### src/hw/xcvr_mgmt_consts.svh
// offsets, field positions, reset values and timing figures of the management block
`ifndef XCVR_MGMT_CONSTS_SVH
`define XCVR_MGMT_CONSTS_SVH

// lower page
`define LO_TYPE_CODE      8'h00
`define LO_STATUS         8'h02
`define LO_FLAGS          8'h03
`define LO_MASK           8'h64
`define LO_PAGE_SEL       8'h7f
`define STATUS_NOT_READY  0
// upper page 00 identification map
`define ID_TYPE_CODE      8'h80
`define ID_EXT_TYPE       8'h81
`define ID_CONNECTOR      8'h82
`define ID_COMPAT         8'h83
`define ID_ENCODING       8'h8b
`define ID_BIT_RATE       8'h8c
`define ID_RATE_TAGS      8'h8d
`define ID_SMF_KM         8'h8e
`define ID_EMM50_2M       8'h8f
`define ID_MM50_M         8'h90
`define ID_MM62_M         8'h91
`define ID_COPPER_M       8'h92
`define ID_DEV_TECH       8'h93
`define ID_MAKER_NAME     8'h94
`define ID_EXT_COMPAT     8'ha4
`define ID_ORG_ID         8'ha5
`define ID_PART_NUM       8'ha8
`define ID_PART_REV       8'hb8
`define ID_WAVELEN        8'hba
`define ID_WAVE_TOL       8'hbc
`define ID_MAX_TEMP       8'hbe
`define ID_BASE_SUM       8'hbf
`define ID_OPTIONS        8'hc0
`define ID_SERIAL         8'hc4
`define ID_DATE           8'hd4
`define ID_MON_KIND       8'hdc
`define ID_ENH_FEAT       8'hdd
`define ID_SPARE          8'hde
`define ID_EXT_SUM        8'hdf
`define PAGE_ID           8'h00
`define PAGE_USER         8'h02
`define PAGE_RESET        8'h00
`define MASK_RESET        8'h00
// timing
`define CLK_NS            40
`define CLK_KHZ           25000
`define INIT_TIME_MS      2000
`define RESET_MIN_NS      2000
`define RESET_MIN_CYCLES  ((`RESET_MIN_NS + `CLK_NS - 1) / `CLK_NS)
`define INIT_CYCLES       (`INIT_TIME_MS * `CLK_KHZ)

`endif

### src/hw/xcvr_mgmt_pkg.sv
// types shared by the transceiver management block
package xcvr_mgmt_pkg;

	typedef struct packed {
		logic init_done;
		logic tx_fault;
		logic rx_los;
	} flags_t;

	typedef enum logic [6:0] {
		SB_IDLE = 7'b0000001,
		SB_ADDR = 7'b0000010,
		SB_AACK = 7'b0000100,
		SB_WRX  = 7'b0001000,
		SB_WACK = 7'b0010000,
		SB_RTX  = 7'b0100000,
		SB_RACK = 7'b1000000
	} sbus_state_t;

	typedef enum logic [3:0] {
		INIT_HOLD   = 4'b0001,
		INIT_SUM    = 4'b0010,
		INIT_SETTLE = 4'b0100,
		INIT_RUN    = 4'b1000
	} init_state_t;

endpackage : xcvr_mgmt_pkg

### src/hw/xcvr_mgmt.sv
// management logic of the transceiver: id map, user page, flags, interrupt, two-wire slave
// Function
// - nominal bit rate byte at 140, 100 Mb/s units
// - wavelength at 186-187, value over 20 nm
// - wavelength tolerance at 188-189, value over 200
// - base check code at 191 covers 128-190
// - extended check code at 223 covers 192-222
// - reach bytes in km, 2 m, 1 m units
// - text fields ascii, serial sixteen bytes 196-211
// - upper page two is host-defined user storage
// - fully functional within 2000 ms of reset
// - reset pin low counts only beyond 2 us
// - serial bus answers within 2000 ms
// - not-ready bit clears and interrupt asserts
// - functional within 2000 ms after reset pin rises
// - low power entered within 100 us of request
// - interrupt asserted within 200 ms of condition
// - flags clear on read, interrupt releases quickly
// - loss-of-signal sets flag and interrupt within 100 ms
// - other flags set with interrupt within 200 ms
// - setting mask inhibits interrupt within 100 ms
// - clearing mask resumes interrupt within 100 ms
// - functional once not-ready clears and interrupt asserts
// - page select byte 127 picks upper page
// - read clears take effect at stop condition
`include "xcvr_mgmt_consts.svh"

module xcvr_mgmt #(
	parameter logic [6:0]   DEV_ADDR     = 7'h50,
	parameter int           INIT_CYCLES  = `INIT_CYCLES,
	parameter int           SETTLE_CYCLES = `INIT_CYCLES / 4,
	parameter logic [7:0]   TYPE_CODE    = 8'h01, // arbitrary value
	parameter logic [7:0]   BIT_RATE     = 8'h00,
	parameter logic [7:0]   SMF_KM       = 8'h00,
	parameter logic [7:0]   EMM50_2M     = 8'h00,
	parameter logic [7:0]   MM50_M       = 8'h00,
	parameter logic [7:0]   MM62_M       = 8'h00,
	parameter logic [7:0]   COPPER_M     = 8'h00,
	parameter logic [15:0]  WAVELEN      = 16'h0000,
	parameter logic [15:0]  WAVE_TOL     = 16'h0000,
	parameter logic [7:0]   MAX_TEMP     = 8'h00,
	parameter logic [23:0]  ORG_ID       = 24'h000001, // arbitrary value
	parameter logic [127:0] MAKER_NAME   = {16{8'h20}},
	parameter logic [127:0] PART_NUM     = {16{8'h20}},
	parameter logic [15:0]  PART_REV     = {2{8'h20}},
	parameter logic [127:0] SERIAL_NUM   = {16{8'h20}},
	parameter logic [63:0]  DATE_CODE    = {8{8'h20}}
) (
	input  wire logic mclk_in,
	input  wire logic reset_n_in,
	input  wire logic scl_in,
	input  wire logic sda_in,
	output logic      sda_out,
	output logic      sda_oe_n_out,
	input  wire logic module_reset_n_in,
	input  wire logic low_power_request_in,
	input  wire logic rx_los_in,
	input  wire logic tx_fault_in,
	output logic      interrupt_request_n_out,
	output logic      low_power_active_out,
	output logic      ready_out
);

	function automatic logic [7:0] text_byte(input logic [127:0] txt, input logic [3:0] idx);
		text_byte = txt[8 * (15 - idx) +: 8];
	endfunction : text_byte

	// check code bytes read as zero here, the computed sums are muxed in by rd_byte
	function automatic logic [7:0] id_rom(input logic [7:0] a);
		id_rom = 8'h00;
		if (a >= `ID_MAKER_NAME && a < `ID_EXT_COMPAT)
			id_rom = text_byte(MAKER_NAME, 4'(a - `ID_MAKER_NAME));
		else if (a >= `ID_PART_NUM && a < `ID_PART_REV)
			id_rom = text_byte(PART_NUM, 4'(a - `ID_PART_NUM));
		else if (a >= `ID_SERIAL && a < `ID_DATE)
			id_rom = text_byte(SERIAL_NUM, 4'(a - `ID_SERIAL));
		else if (a >= `ID_DATE && a < `ID_MON_KIND)
			id_rom = DATE_CODE[8 * (7 - 32'(a - `ID_DATE)) +: 8];
		else
			case (a)
				`ID_TYPE_CODE:     id_rom = TYPE_CODE;
				`ID_BIT_RATE:      id_rom = BIT_RATE;
				`ID_SMF_KM:        id_rom = SMF_KM;
				`ID_EMM50_2M:      id_rom = EMM50_2M;
				`ID_MM50_M:        id_rom = MM50_M;
				`ID_MM62_M:        id_rom = MM62_M;
				`ID_COPPER_M:      id_rom = COPPER_M;
				`ID_ORG_ID:        id_rom = ORG_ID[23:16];
				`ID_ORG_ID + 8'h1: id_rom = ORG_ID[15:8];
				`ID_ORG_ID + 8'h2: id_rom = ORG_ID[7:0];
				`ID_PART_REV:      id_rom = PART_REV[15:8];
				`ID_PART_REV + 8'h1: id_rom = PART_REV[7:0];
				`ID_WAVELEN:       id_rom = WAVELEN[15:8];
				`ID_WAVELEN + 8'h1: id_rom = WAVELEN[7:0];
				`ID_WAVE_TOL:      id_rom = WAVE_TOL[15:8];
				`ID_WAVE_TOL + 8'h1: id_rom = WAVE_TOL[7:0];
				`ID_MAX_TEMP:      id_rom = MAX_TEMP;
				default:           id_rom = 8'h00;
			endcase
	endfunction : id_rom

	// synchronisers: first stage feeds only the second
	logic scl_s1_ff, scl_s2_ff, scl_d_ff, sda_s1_ff, sda_s2_ff, sda_d_ff;
	logic mrst_s1_ff, mrst_s2_ff, lp_s1_ff, lp_s2_ff;
	logic los_s1_ff, los_s2_ff, flt_s1_ff, flt_s2_ff;

	always_ff @(posedge mclk_in or negedge reset_n_in)
	begin
		if (!reset_n_in)
		begin
			{scl_s1_ff, scl_s2_ff, scl_d_ff} <= 3'h7;
			{sda_s1_ff, sda_s2_ff, sda_d_ff} <= 3'h7;
			{mrst_s1_ff, mrst_s2_ff, lp_s1_ff, lp_s2_ff} <= 4'hc;
			{los_s1_ff, los_s2_ff, flt_s1_ff, flt_s2_ff} <= 4'h0;
		end
		else
		begin
			{scl_d_ff, scl_s2_ff, scl_s1_ff} <= {scl_s2_ff, scl_s1_ff, scl_in};
			{sda_d_ff, sda_s2_ff, sda_s1_ff} <= {sda_s2_ff, sda_s1_ff, sda_in};
			{mrst_s2_ff, mrst_s1_ff} <= {mrst_s1_ff, module_reset_n_in};
			{lp_s2_ff, lp_s1_ff} <= {lp_s1_ff, low_power_request_in};
			{los_s2_ff, los_s1_ff} <= {los_s1_ff, rx_los_in};
			{flt_s2_ff, flt_s1_ff} <= {flt_s1_ff, tx_fault_in};
		end
	end

	logic scl_rise, scl_fall, bus_start, bus_stop;
	assign scl_rise  = scl_s2_ff & ~scl_d_ff;
	assign scl_fall  = ~scl_s2_ff & scl_d_ff;
	assign bus_start = scl_s2_ff & scl_d_ff & sda_d_ff & ~sda_s2_ff;
	assign bus_stop  = scl_s2_ff & scl_d_ff & ~sda_d_ff & sda_s2_ff;

	// module reset pin filter: glitches up to the minimum width are ignored
	localparam int RST_MIN = `RESET_MIN_CYCLES;
	logic [6:0] mrst_lo_cnt_ff;
	logic       hold_ff;

	always_ff @(posedge mclk_in or negedge reset_n_in)
	begin
		if (!reset_n_in)
		begin
			mrst_lo_cnt_ff <= 7'h00;
			hold_ff        <= 1'b0;
		end
		else if (mrst_s2_ff)
		begin
			mrst_lo_cnt_ff <= 7'h00;
			hold_ff        <= 1'b0;
		end
		else if (mrst_lo_cnt_ff <= 7'(RST_MIN))
			mrst_lo_cnt_ff <= mrst_lo_cnt_ff + 7'h01;
		else
			hold_ff <= 1'b1;
	end

	// init sequence: sum the id map, settle, then declare ready
	xcvr_mgmt_pkg::init_state_t init_state_ff;
	logic [7:0]  walk_ff, base_sum_ff, ext_sum_ff;
	logic [31:0] settle_cnt_ff;
	logic        ready_ff;

	always_ff @(posedge mclk_in or negedge reset_n_in)
	begin
		if (!reset_n_in)
		begin
			init_state_ff <= xcvr_mgmt_pkg::INIT_SUM;
			walk_ff       <= `ID_TYPE_CODE;
			base_sum_ff   <= 8'h00;
			ext_sum_ff    <= 8'h00;
			settle_cnt_ff <= 32'h0;
			ready_ff      <= 1'b0;
		end
		else if (hold_ff)
		begin
			init_state_ff <= xcvr_mgmt_pkg::INIT_HOLD;
			ready_ff      <= 1'b0;
		end
		else
			case (init_state_ff)
				xcvr_mgmt_pkg::INIT_HOLD:
				begin
					init_state_ff <= xcvr_mgmt_pkg::INIT_SUM;
					walk_ff       <= `ID_TYPE_CODE;
					base_sum_ff   <= 8'h00;
					ext_sum_ff    <= 8'h00;
				end
				xcvr_mgmt_pkg::INIT_SUM:
				begin
					if (walk_ff < `ID_BASE_SUM)
						base_sum_ff <= base_sum_ff + id_rom(walk_ff);
					else if (walk_ff > `ID_BASE_SUM)
						ext_sum_ff <= ext_sum_ff + id_rom(walk_ff);
					walk_ff <= walk_ff + 8'h01;
					if (walk_ff == `ID_SPARE)
					begin
						init_state_ff <= xcvr_mgmt_pkg::INIT_SETTLE;
						settle_cnt_ff <= 32'h0;
					end
				end
				xcvr_mgmt_pkg::INIT_SETTLE:
				begin
					settle_cnt_ff <= settle_cnt_ff + 32'h1;
					if (settle_cnt_ff >= 32'(SETTLE_CYCLES))
					begin
						init_state_ff <= xcvr_mgmt_pkg::INIT_RUN;
						ready_ff      <= 1'b1;
					end
				end
				xcvr_mgmt_pkg::INIT_RUN:
					ready_ff <= 1'b1;
				default:
					init_state_ff <= xcvr_mgmt_pkg::INIT_HOLD;
			endcase
	end

	// register state: mask, page select and user page written by the host, plus the flags
	logic [7:0] mask_ff, page_ff;
	logic [7:0] user_mem_ff [128];
	xcvr_mgmt_pkg::flags_t flags_ff, clr_bits_ff;

	function automatic logic [7:0] rd_byte(input logic [7:0] a, input logic [7:0] pg,
		input logic [7:0] fl, input logic [7:0] mk, input logic rdy,
		input logic [7:0] bsum, input logic [7:0] esum, input logic [7:0] ubyte);
		rd_byte = 8'h00;
		if (!a[7])
			case (a)
				`LO_TYPE_CODE: rd_byte = TYPE_CODE;
				`LO_STATUS:    rd_byte = {7'h00, ~rdy};
				`LO_FLAGS:     rd_byte = fl;
				`LO_MASK:      rd_byte = mk;
				`LO_PAGE_SEL:  rd_byte = pg;
				default:       rd_byte = 8'h00;
			endcase
		else if (pg == `PAGE_USER)
			rd_byte = ubyte;
		else if (pg == `PAGE_ID)
			rd_byte = (a == `ID_BASE_SUM) ? bsum : (a == `ID_EXT_SUM) ? esum : id_rom(a);
	endfunction : rd_byte

	// two-wire slave
	xcvr_mgmt_pkg::sbus_state_t sb_state_ff;
	logic [3:0] bit_cnt_ff;
	logic [7:0] shift_ff, ofs_ff, ofs_nx;
	logic       rw_ff, ofs_valid_ff, nack_ff, clr_pend_ff, sda_oe_n_ff;
	logic       wr_stb, clr_stb, byte_end;
	logic [7:0] rd_now, rd_next;

	assign byte_end = scl_fall && bit_cnt_ff == 4'h8;
	assign ofs_nx   = ofs_ff + 8'h01;
	assign wr_stb   = sb_state_ff == xcvr_mgmt_pkg::SB_WRX && byte_end && ofs_valid_ff;
	assign clr_stb  = bus_stop && clr_pend_ff;
	assign rd_now   = rd_byte(ofs_ff, page_ff, {5'h00, flags_ff}, mask_ff, ready_ff,
		base_sum_ff, ext_sum_ff, user_mem_ff[ofs_ff[6:0]]);
	assign rd_next  = rd_byte(ofs_nx, page_ff, {5'h00, flags_ff}, mask_ff, ready_ff,
		base_sum_ff, ext_sum_ff, user_mem_ff[ofs_nx[6:0]]);

	always_ff @(posedge mclk_in or negedge reset_n_in)
	begin
		if (!reset_n_in)
		begin
			sb_state_ff  <= xcvr_mgmt_pkg::SB_IDLE;
			bit_cnt_ff   <= 4'h0;
			shift_ff     <= 8'h00;
			ofs_ff       <= 8'h00;
			rw_ff        <= 1'b0;
			ofs_valid_ff <= 1'b0;
			nack_ff      <= 1'b0;
			clr_pend_ff  <= 1'b0;
			clr_bits_ff  <= '0;
			sda_oe_n_ff  <= 1'b1;
		end
		else if (bus_stop || !ready_ff)
		begin
			sb_state_ff <= xcvr_mgmt_pkg::SB_IDLE;
			sda_oe_n_ff <= 1'b1;
			clr_pend_ff <= 1'b0;
		end
		else if (bus_start)
		begin
			sb_state_ff <= xcvr_mgmt_pkg::SB_ADDR;
			bit_cnt_ff  <= 4'h0;
			sda_oe_n_ff <= 1'b1;
		end
		else
		begin
			if (scl_rise && bit_cnt_ff != 4'h8)
			begin
				shift_ff   <= (sb_state_ff == xcvr_mgmt_pkg::SB_RTX) ? shift_ff
					: {shift_ff[6:0], sda_s2_ff};
				bit_cnt_ff <= bit_cnt_ff + 4'h1;
			end
			if (scl_rise && sb_state_ff == xcvr_mgmt_pkg::SB_RACK)
				nack_ff <= sda_s2_ff;
			case (sb_state_ff)
				xcvr_mgmt_pkg::SB_IDLE: sda_oe_n_ff <= 1'b1;
				xcvr_mgmt_pkg::SB_ADDR:
					if (byte_end)
					begin
						if (shift_ff[7:1] == DEV_ADDR)
						begin
							sb_state_ff  <= xcvr_mgmt_pkg::SB_AACK;
							sda_oe_n_ff  <= 1'b0;
							rw_ff        <= shift_ff[0];
							ofs_valid_ff <= 1'b0;
						end
						else
							sb_state_ff <= xcvr_mgmt_pkg::SB_IDLE;
					end
				xcvr_mgmt_pkg::SB_AACK, xcvr_mgmt_pkg::SB_RACK:
					if (scl_fall)
					begin
						bit_cnt_ff <= 4'h0;
						if (sb_state_ff == xcvr_mgmt_pkg::SB_RACK && nack_ff)
						begin
							sb_state_ff <= xcvr_mgmt_pkg::SB_IDLE;
							sda_oe_n_ff <= 1'b1;
						end
						else if (rw_ff)
						begin
							sb_state_ff <= xcvr_mgmt_pkg::SB_RTX;
							if (sb_state_ff == xcvr_mgmt_pkg::SB_RACK)
							begin
								ofs_ff      <= ofs_nx;
								shift_ff    <= rd_next;
								sda_oe_n_ff <= rd_next[7];
								if (ofs_nx == `LO_FLAGS)
								begin
									clr_pend_ff <= 1'b1;
									clr_bits_ff <= flags_ff;
								end
							end
							else
							begin
								shift_ff    <= rd_now;
								sda_oe_n_ff <= rd_now[7];
								if (ofs_ff == `LO_FLAGS)
								begin
									clr_pend_ff <= 1'b1;
									clr_bits_ff <= flags_ff;
								end
							end
						end
						else
						begin
							sb_state_ff <= xcvr_mgmt_pkg::SB_WRX;
							sda_oe_n_ff <= 1'b1;
						end
					end
				xcvr_mgmt_pkg::SB_WRX:
					if (byte_end)
					begin
						sb_state_ff  <= xcvr_mgmt_pkg::SB_WACK;
						sda_oe_n_ff  <= 1'b0;
						ofs_valid_ff <= 1'b1;
						ofs_ff       <= ofs_valid_ff ? ofs_nx : shift_ff;
					end
				xcvr_mgmt_pkg::SB_WACK:
					if (scl_fall)
					begin
						sb_state_ff <= xcvr_mgmt_pkg::SB_WRX;
						sda_oe_n_ff <= 1'b1;
						bit_cnt_ff  <= 4'h0;
					end
				xcvr_mgmt_pkg::SB_RTX:
					if (byte_end)
					begin
						sb_state_ff <= xcvr_mgmt_pkg::SB_RACK;
						sda_oe_n_ff <= 1'b1;
						nack_ff     <= 1'b1;
					end
					else if (scl_fall)
					begin
						sda_oe_n_ff <= shift_ff[6];
						shift_ff    <= {shift_ff[6:0], 1'b0};
					end
				default: sb_state_ff <= xcvr_mgmt_pkg::SB_IDLE;
			endcase
		end
	end

	// host writes: mask and page select; a module reset returns them to defaults
	always_ff @(posedge mclk_in or negedge reset_n_in)
	begin
		if (!reset_n_in)
		begin
			mask_ff <= `MASK_RESET;
			page_ff <= `PAGE_RESET;
		end
		else if (hold_ff)
		begin
			mask_ff <= `MASK_RESET;
			page_ff <= `PAGE_RESET;
		end
		else if (wr_stb && ofs_ff == `LO_MASK)
			mask_ff <= shift_ff;
		else if (wr_stb && ofs_ff == `LO_PAGE_SEL)
			page_ff <= shift_ff;
	end

	// user page storage; contents survive resets like the nonvolatile array they model
	always_ff @(posedge mclk_in)
	begin
		if (wr_stb && ofs_ff[7] && page_ff == `PAGE_USER)
			user_mem_ff[ofs_ff[6:0]] <= shift_ff;
	end

	// flags: set wins over a read clear in the same cycle
	xcvr_mgmt_pkg::flags_t flag_set;
	logic                  flags_ready_seen_ff;
	assign flag_set = '{init_done: ready_ff & (init_state_ff == xcvr_mgmt_pkg::INIT_RUN)
		& ~flags_ready_seen_ff, tx_fault: flt_s2_ff & ready_ff, rx_los: los_s2_ff & ready_ff};

	always_ff @(posedge mclk_in or negedge reset_n_in)
	begin
		if (!reset_n_in)
		begin
			flags_ff            <= '0;
			flags_ready_seen_ff <= 1'b0;
		end
		else if (hold_ff)
		begin
			flags_ff            <= '0;
			flags_ready_seen_ff <= 1'b0;
		end
		else
		begin
			flags_ready_seen_ff <= flags_ready_seen_ff | flag_set.init_done;
			flags_ff <= (flags_ff & ~(clr_stb ? clr_bits_ff : '0)) | flag_set;
		end
	end

	// pin outputs
	logic irq_n_ff, lp_active_ff;

	always_ff @(posedge mclk_in or negedge reset_n_in)
	begin
		if (!reset_n_in)
		begin
			irq_n_ff     <= 1'b1;
			lp_active_ff <= 1'b1;
		end
		else
		begin
			irq_n_ff     <= ~|(flags_ff & ~mask_ff[2:0]);
			lp_active_ff <= lp_s2_ff;
		end
	end

	assign sda_out                 = 1'b0;
	assign sda_oe_n_out            = sda_oe_n_ff;
	assign interrupt_request_n_out = irq_n_ff;
	assign low_power_active_out    = lp_active_ff;
	assign ready_out               = ready_ff;

	// checks
	int unsigned since_rel_cnt;
	always_ff @(posedge mclk_in or negedge reset_n_in)
	begin
		if (!reset_n_in)
			since_rel_cnt <= 0;
		else if (hold_ff || ready_ff)
			since_rel_cnt <= 0;
		else
			since_rel_cnt <= since_rel_cnt + 1;
	end

	chk_init_bound: assert property (@(posedge mclk_in) disable iff (!reset_n_in)
		since_rel_cnt <= INIT_CYCLES) else $error("init took too long");
	chk_short_reset: assert property (@(posedge mclk_in) disable iff (!reset_n_in)
		mrst_s2_ff ##1 (!mrst_s2_ff)[*5] ##1 mrst_s2_ff |-> !hold_ff)
		else $error("short reset pulse acted");
	chk_quiet_unready: assert property (@(posedge mclk_in) disable iff (!reset_n_in)
		!ready_ff |=> sda_oe_n_out) else $error("bus driven before ready");
	chk_ready_irq: assert property (@(posedge mclk_in) disable iff (!reset_n_in)
		$rose(ready_ff) && !mask_ff[2] |-> ##2 !interrupt_request_n_out)
		else $error("no interrupt at ready");
	chk_lp_entry: assert property (@(posedge mclk_in) disable iff (!reset_n_in)
		$rose(lp_s2_ff) |=> low_power_active_out) else $error("low power late");
	chk_irq_assert: assert property (@(posedge mclk_in) disable iff (!reset_n_in)
		|(flags_ff & ~mask_ff[2:0]) |=> !interrupt_request_n_out)
		else $error("interrupt not asserted");
	chk_irq_release: assert property (@(posedge mclk_in) disable iff (!reset_n_in)
		(flags_ff & ~mask_ff[2:0]) == 3'h0 |=> interrupt_request_n_out)
		else $error("interrupt not released");
	chk_los_flag: assert property (@(posedge mclk_in) disable iff (!reset_n_in)
		los_s2_ff && ready_ff && !hold_ff |=> flags_ff.rx_los) else $error("los flag late");
	chk_read_clear: assert property (@(posedge mclk_in) disable iff (!reset_n_in)
		clr_stb && clr_bits_ff.rx_los && !los_s2_ff && !hold_ff |=> !flags_ff.rx_los)
		else $error("los flag not cleared");
	chk_user_write: assert property (@(posedge mclk_in) disable iff (!reset_n_in)
		wr_stb && ofs_ff[7] && page_ff == `PAGE_USER
		|=> user_mem_ff[$past(ofs_ff[6:0])] == $past(shift_ff))
		else $error("user page not written");
	chk_page_write: assert property (@(posedge mclk_in) disable iff (!reset_n_in)
		wr_stb && ofs_ff == `LO_PAGE_SEL && !hold_ff |=> page_ff == $past(shift_ff))
		else $error("page select not written");

	cov_ready: cover property (@(posedge mclk_in) disable iff (!reset_n_in) $rose(ready_ff));
	cov_read_ack: cover property (@(posedge mclk_in) disable iff (!reset_n_in)
		sb_state_ff == xcvr_mgmt_pkg::SB_RACK && scl_fall && !nack_ff);
	cov_user_wr: cover property (@(posedge mclk_in) disable iff (!reset_n_in)
		wr_stb && page_ff == `PAGE_USER);
	cov_clear: cover property (@(posedge mclk_in) disable iff (!reset_n_in) clr_stb);

endmodule : xcvr_mgmt

### config.mk
export PLATFORM = sky130hd
export DESIGN_NAME = xcvr_mgmt
export DESIGN_NICKNAME = d
export VERILOG_FILES = /design/src/hw/xcvr_mgmt_pkg.sv /design/src/hw/xcvr_mgmt.sv
export VERILOG_INCLUDE_DIRS = /design/src /design/src/hw
export SDC_FILE = /design/constraint.sdc
export NUM_CORES = 2
export LEC_CHECK = 0
export ABC_CLOCK_PERIOD_IN_PS = 4200
export BUFFER_PORTS_ARGS = -buffer_cell sky130_fd_sc_hd__buf_2
export CORE_MARGIN = 2
export CORE_UTILIZATION = 24
export DETAILED_ROUTE_END_ITERATION = 16
export PLACE_DENSITY = 0.34
export SLEW_MARGIN = 20
export SYNTH_ARGS = -nofsm -noshare
export SYNTH_HDL_FRONTEND = slang
export SYNTH_SLANG_ARGS = --single-unit
export TNS_END_PERCENT = 5
### constraint.sdc
create_clock -name mclk_in -period 4.2 [get_ports mclk_in]
set_input_delay 0.63 -clock mclk_in [delete_from_list [all_inputs] [get_ports mclk_in]]
set_output_delay 0.63 -clock mclk_in [all_outputs]
set_load 0.05 [all_outputs]
[Word level (Yosys, flattened, before mapping)]
Memories as Yosys holds them, arrays and structs flattened.
Cells that the tools add are included.
Storage, ports and cells
  flip-flop bits (word level): 140
  memory bits (writable): 1024
  bits of input ports: 8
  output and inout port bits: 5
  word-level logic and storage cells: 400
  memories: 1
Memories
  user_mem_ff: words 128, bits a word 8, rd ports 2, clocked after memory_dff 0, wr ports 1, RTL line xcvr_mgmt.sv:218  | logic [7:0] user_mem_ff [128];
Operators by class
  add/sub/neg operators: 31
  order comparisons: 28
  equal/unequal tests: 68
  shifts and indexed selects: 12
  multiplexer cells: 124
  bitwise operators: 27
  reduce and logical (&&, ||, !) cells: 67
Operator list (number)
  variable part select 128 x 33 -> 8 bit, first input constant: 9
  2-to-1 mux 8 bit: 51
  variable part select 64 x 33 -> 8 bit, first input constant: 3
  equality test 8 bit, second input constant: 17
  less-than comparator 8 bit, second input constant: 13
  greater-or-equal comparator 8 bit, second input constant: 12
  case mux 8 bit (2 select lines): 5
  case mux 8 bit (5 select lines): 2
  case mux 32 bit (2 select lines): 1
  2-to-1 mux 7 bit: 9
  subtractor 4 x 4 -> 5 bit, first input constant: 9
  case mux 7 bit (6 select lines): 1
  equality test 8 x 2 -> 1 bit, second input constant: 5
  case mux 6 bit (2 select lines): 3
  adder 32 x 1 -> 32 bit, second input constant: 1
  equality test 8 x 7 -> 1 bit, second input constant: 4
  greater-or-equal comparator 32 x 24 -> 1 bit, second input constant: 1
  2-to-1 mux 1 bit: 32
  2-to-1 mux 32 bit: 1
  inequality test 2 bit, second input constant: 15
  subtractor 4 x 9 -> 10 bit, first input constant: 3
  2-to-1 mux 4 bit: 7
  subtractor 8 x 8 -> 9 bit, second input constant: 3
  zero test 8 bit: 3
  other kinds (51): 147

[Logic depth before layout (Yosys ltp)]
  depth after elaboration: 20
  gate-level depth with buffers: 20
  depth with buffers taken out: 15

[Worst setup path after synthesis]
No wires, ideal clock.
  kind: reg2reg
  start: register ofs_ff[0]
  end: register shift_ff[4]
  arrival: 4.062 ns
  required time: 4.061 ns
  slack: -0.001 ns
  stages on the path, launching flop included: 20
  path buffers: 10
  clock period less this slack: 4.201 ns
  cell sequence: dfrtp_1 buf_4 buf_4 clkinv_1 buf_2 buf_2 clkbuf_1 ha_1 buf_2 buf_6 buf_6 buf_4 buf_4 mux4_2 nand2_1 nand3_1 a311oi_1 nor3_1 a311oi_1 a21oi_1
On the way
  cells in the longest elaborated chain, start to end: 18
  elaborated cells on any way between the ends: 89
Ends and longest elaborated chain
  start, declared: RTL line xcvr_mgmt.sv:243  | logic [7:0] shift_ff, ofs_ff, ofs_nx;
  start signal, assigned: RTL line xcvr_mgmt.sv:323  | ofs_ff <= ofs_nx;
  start signal, assigned: RTL line xcvr_mgmt.sv:355  | ofs_ff <= ofs_valid_ff ? ofs_nx : shift_ff;
  adder 8 x 1 -> 8 bit: RTL line xcvr_mgmt.sv:249  | assign ofs_nx = ofs_ff + 8'h01;
  subtractor 8 x 8 -> 9 bit (no source line)
  subtractor 4 x 9 -> 10 bit: RTL line xcvr_mgmt.sv:78  | id_rom = DATE_CODE[8 * (7 - 32'(a - `ID_DATE)) +: 8];
  variable part select 64 x 33 -> 8 bit: RTL line xcvr_mgmt.sv:78
  2-to-1 mux 8 bit: RTL line xcvr_mgmt.sv:77  | else if (a >= `ID_DATE && a < `ID_MON_KIND)
  2-to-1 mux 8 bit: RTL line xcvr_mgmt.sv:75  | else if (a >= `ID_SERIAL && a < `ID_DATE)
  2-to-1 mux 8 bit: RTL line xcvr_mgmt.sv:73  | else if (a >= `ID_PART_NUM && a < `ID_PART_REV)
  2-to-1 mux 8 bit: RTL line xcvr_mgmt.sv:71  | if (a >= `ID_MAKER_NAME && a < `ID_EXT_COMPAT)
  2-to-1 mux 8 bit (2 in series): RTL line xcvr_mgmt.sv:237  | rd_byte = (a == `ID_BASE_SUM) ? bsum : (a == `ID_EXT_SUM) ? esum : id_rom(a);
  2-to-1 mux 8 bit: RTL line xcvr_mgmt.sv:236  | else if (pg == `PAGE_ID)
  2-to-1 mux 8 bit: RTL line xcvr_mgmt.sv:234  | else if (pg == `PAGE_USER)
  2-to-1 mux 8 bit: RTL line xcvr_mgmt.sv:225  | if (!a[7])
  2-to-1 mux 8 bit *: RTL line xcvr_mgmt.sv:321  | if (sb_state_ff == xcvr_mgmt_pkg::SB_RACK)
  2-to-1 mux 8 bit *: RTL line xcvr_mgmt.sv:318  | else if (rw_ff)
  2-to-1 mux 8 bit *: RTL line xcvr_mgmt.sv:313  | if (sb_state_ff == xcvr_mgmt_pkg::SB_RACK && nack_ff)
  2-to-1 mux 8 bit *: RTL line xcvr_mgmt.sv:310  | if (scl_fall)
  case mux 8 bit (2 select lines) *: RTL line xcvr_mgmt.sv:294  | case (sb_state_ff)
  end signal, assigned: RTL line xcvr_mgmt.sv:288  | shift_ff <= (sb_state_ff == xcvr_mgmt_pkg::SB_RTX) ? shift_ff
  end signal, assigned: RTL line xcvr_mgmt.sv:324  | shift_ff <= rd_next;
  end signal, assigned: RTL line xcvr_mgmt.sv:334  | shift_ff <= rd_now;
  end, declared: RTL line xcvr_mgmt.sv:243
Every way passes the cells marked *; elsewhere a longest branch is shown, timed or not.
A chain may end at the register's enable or synchronous reset.

[Final worst setup path]
  start: register ofs_ff[1]
  end: register shift_ff[3]
Same word-level chain as after synthesis.

==> summary.md <==
| Metric | Value |
|---|---|
| Status | `finished, violations left` |
| Failing checks | `setup timing` |
| Post-route design area | `0.06832 mm2` |
| Setup Buffers After CTS | `0` |
| Worst Setup End Kind | `register` |
| Final GP Congestion | `0.9076` |
| Top Ports | `13` |
| Initial Util | `24.18%` |
| Max Freq | `0.2377 GHz` |
| Mapped Avg Cell Area | `14.67 um2` |
| Layout Skew | `25.15 ps` |
| Worst min-delay path category | `reg -> reg` |
| Req. time, crit path | `4890 ps` |
| Syn nets | `3925` |
| Area after DPL | `0.06340 mm2` |
| Skew-Pair Late Insertion Delay | `810 ps` |
| Fin crit share | `100.2%` |
| Cell row count | `178` |
| Worst slew margin | `30.74%` |
| Number of DRC markers in iteration 0 | `4406` |
| Largest net degree at the start of global routing | `97` |
| Multi-input logic area | `0.02119 mm2` |
| Top cells by area, synth | `edfxtp_1, mux4_2, dfrtp_1, nand2_1, mux2_2` |
| Cells after DPL | `7192` |
| CP startpoint kind | `register` |
| Max cap viols | `0` |
| Commonest cells post-synth | `edfxtp_1, nand2_1, mux4_2` |
| Nets | `4237` |
| Ys async rst share | `12.03%` |
| Most common cell in the synthesized netlist | `edfxtp_1` |
| Slew @ Worst Pin | `1039 ps` |
| Post-Route Hold Slack | `348.9 ps` |
| Die ar. | `0.2413 mm2` |
| Cell area after synthesis | `0.05698 mm2` |
| R2R Path End | `shift_ff[3]` |
| Vias in the first global route | `38880` |
| Clock Tree Root | `clkbuf_16` |
| Final Critical Period | `4208 ps` |
| Final WL | `251800 um` |
| Max rail drop VDD | `0.3898 mV` |
| GRT Util Overall | `20.47%` |
| CTS sink cnt | `1164` |
| Pwr/cell area | `374.7 mW/mm2` |
| Synth top area share | `53.97%` |
| Die Width | `491.2 um` |
| Ys Warns | `0` |
| TritonCTS Buffers | `146` |
| Cell depth of the worst flop-to-flop path | `11` |
| 1st-pass router iterations | `6` |
| Fillers | `23900` |
| Final non-filler cell total | `7469` |
| Leakage power | `19.03 nW` |
| H-tree depth | `4` |
| Count of input and output buffers | `11` |
| Initial antenna violation count | `14` |
| Number of synthesized flops with an enable pin | `1024` |
| Critical path class | `reg -> reg` |
| Yosys reg bits | `1164` |
| Remaining DRCs | `0` |
| Share of cells above drive strength 1 | `28.71%` |
| Die height | `491.2 um` |
| Min-Delay Path Depth | `0` |
| Aggregate global routing overflow | `0` |
| Crit path to | `shift_ff[3]` |
| Hold Vio Cnt, Final | `0` |
| Mapped Cells | `3885` |
| Crit. Startpoint | `ofs_ff[1]` |
| R2r setup slk | `-8 ps` |
| Synth unique cells | `89` |
| CP arrival | `4900 ps` |
| First-pass GRT wire length | `344400 um` |
| Max Fanout on Critical Path | `8` |
| Core Util, Final | `28.99%` |
| Register area share after synthesis | `60.15%` |
| Clock slew at reported path FFs | `70 ps` |
| Detail Placement HPWL | `172500 um` |
| Deepest clock path buffer count | `3` |
| Pins Over Slew Limit | `0` |
| FF+latch area | `0.03432 mm2` |
| Setup ws final | `-7.866 ps` |
| P&R area growth vs syn | `19.90%` |
| Vias/cell | `5.252` |
| Vias | `39230` |
| Routed Antenna Nets | `0` |
| Count of final setup violators | `1` |
| DR WL/cell | `33.72 um` |
| Main synth FF type | `edfxtp_1` |
| Core footprint | `0.2356 mm2` |
| Yosys top cell by area | `edfxtp_1` |
| RSZ-0062 raised after global routing | `no` |
| TritonCTS clock tree | `done` |
| Worst r2r src | `ofs_ff[1]` |
==> critical path, stage by stage (launching register included) <==
cell and delay [ps]:
dfrtp_4 520, ha_1 380, nand2_1 270, xnor2_4 290
buf_4 210, nor2_1 610, buf_4 240, nand3_1 360
o2111ai_1 430, nand4_1 340, a21oi_1 330, o21ai_1 100
==> layout by cell type, fill, tap and decap left out, types with 15 or more instances in the layout <==
| cell type | count |
|---|---|
| edfxtp_1 | 1024 |
| nand2_1 | 418 |
| mux4_2 | 404 |
| buf_4 | 398 |
| nor2_1 | 305 |
| clkbuf_16 | 152 |
| o22ai_1 | 144 |
| nand3_1 | 120 |
| o21ai_0 | 116 |
| dfrtp_1 | 113 |
| mux2_2 | 109 |
| a21oi_1 | 86 |
| mux2i_1 | 80 |
| a31oi_1 | 53 |
| nand4_1 | 50 |
| nor3_1 | 48 |
| and3_1 | 42 |
| buf_12 | 39 |
| a22oi_1 | 33 |
| ha_1 | 31 |
| clkbuf_1 | 31 |
| inv_1 | 30 |
| o221ai_1 | 29 |
| clkinv_1 | 25 |
| nor4_1 | 23 |
| a211oi_1 | 21 |
| o211ai_1 | 20 |
| clkinv_2 | 19 |
| o31ai_1 | 18 |
| a311oi_1 | 16 |
| xor2_1 | 16 |
| bufinv_16 | 15 |
==> cell families after synthesis <==
| group | Yosys count | share of synthesized area, % |
|---|---|---|
| other | 1 | 0.006582 |
| buffers and inverters | 325 | 2.894 |
| AND/OR/NAND/NOR | 1093 | 8.644 |
| multiplexers | 593 | 19.53 |
| AO/OA/AOI/OAI | 642 | 7.510 |
| XOR/XNOR | 35 | 0.5644 |
| flip-flops | 1164 | 60.15 |
| adder cells (fa/ha/maj) | 32 | 0.7027 |
==> layout make-up <==
type,instances,area share [%]
tap,3150,5.769
sequential,1164,50.23
antenna,7,0.02564
multi-input combinational,2396,31.02
inverter,34,0.1886
clock inverter,76,1.233
clock buffer,187,5.819
timing repair buffer,455,5.709
==> report_power, final <==
| group | total (mW) | internal, mW | leakage [nW] | switching [mW] |
|---|---|---|---|---|
| Clock | 12.9 | 7.63 | 2.35 | 5.28 |
| Combinational | 0.191 | 0.0743 | 7.81 | 0.117 |
| Sequential | 12.5 | 12.5 | 8.87 | 0.0498 |
==> metal layers <==
layer  vias to the layer above  GRT usage (%)  routed length [um]
met4                         4          7.609               10160
met2                      1450          31.34              112600
met5                         -              0                  27
met3                       353          3.242               14220
li1                      16270              -                   -
met1                     21150          29.08              114800
==> sequential cells by signal, summed over array words and instances, names as in the netlist, 3 cells and up <==
register        cells
mrst_lo_cnt_ff      7
init_state_ff       4
ofs_ff              8
base_sum_ff         8
ext_sum_ff          8
page_ff             8
shift_ff            8
mask_ff             8
walk_ff             8
bit_cnt_ff          4
sb_state_ff         7
clr_bits_ff         3
user_mem_ff      1024
flags_ff            3
settle_cnt_ff      32
==> worst min path at each step <==
stage	to	from	slack [ps]
5_1_grt	sda_s2_ff	sda_s1_ff	360
2_1_floorplan	base_sum_ff[0]	reset_n_in	330
3_5_place_dp	lp_s2_ff	lp_s1_ff	340
4_1_cts	low_power_active_out	lp_s2_ff	350
3_3_place_gp	low_power_active_out	lp_s2_ff	340
6_report	low_power_active_out	lp_s2_ff	350
==> through the flow <==
stage          worst slack (ps)  power (mW)  setup TNS [ps]
3_3_place_gp              73.73       12.93               0
5_1_grt                   22.61       26.42               0
2_1_floorplan             49.36       12.85               0
4_1_cts                   52.58       25.98               0
3_5_place_dp              55.14       12.93               0
6_report                 -7.866       25.60          -7.866
==> timing repair <==
item / CTS / global route
gates resized for setup: 0 / 1
hold buffers: 7 / 0
setup endpoints to repair: 0 / 1
endpoints found under the hold margin: 70 / 0
(Power assumes the default switching activity.)
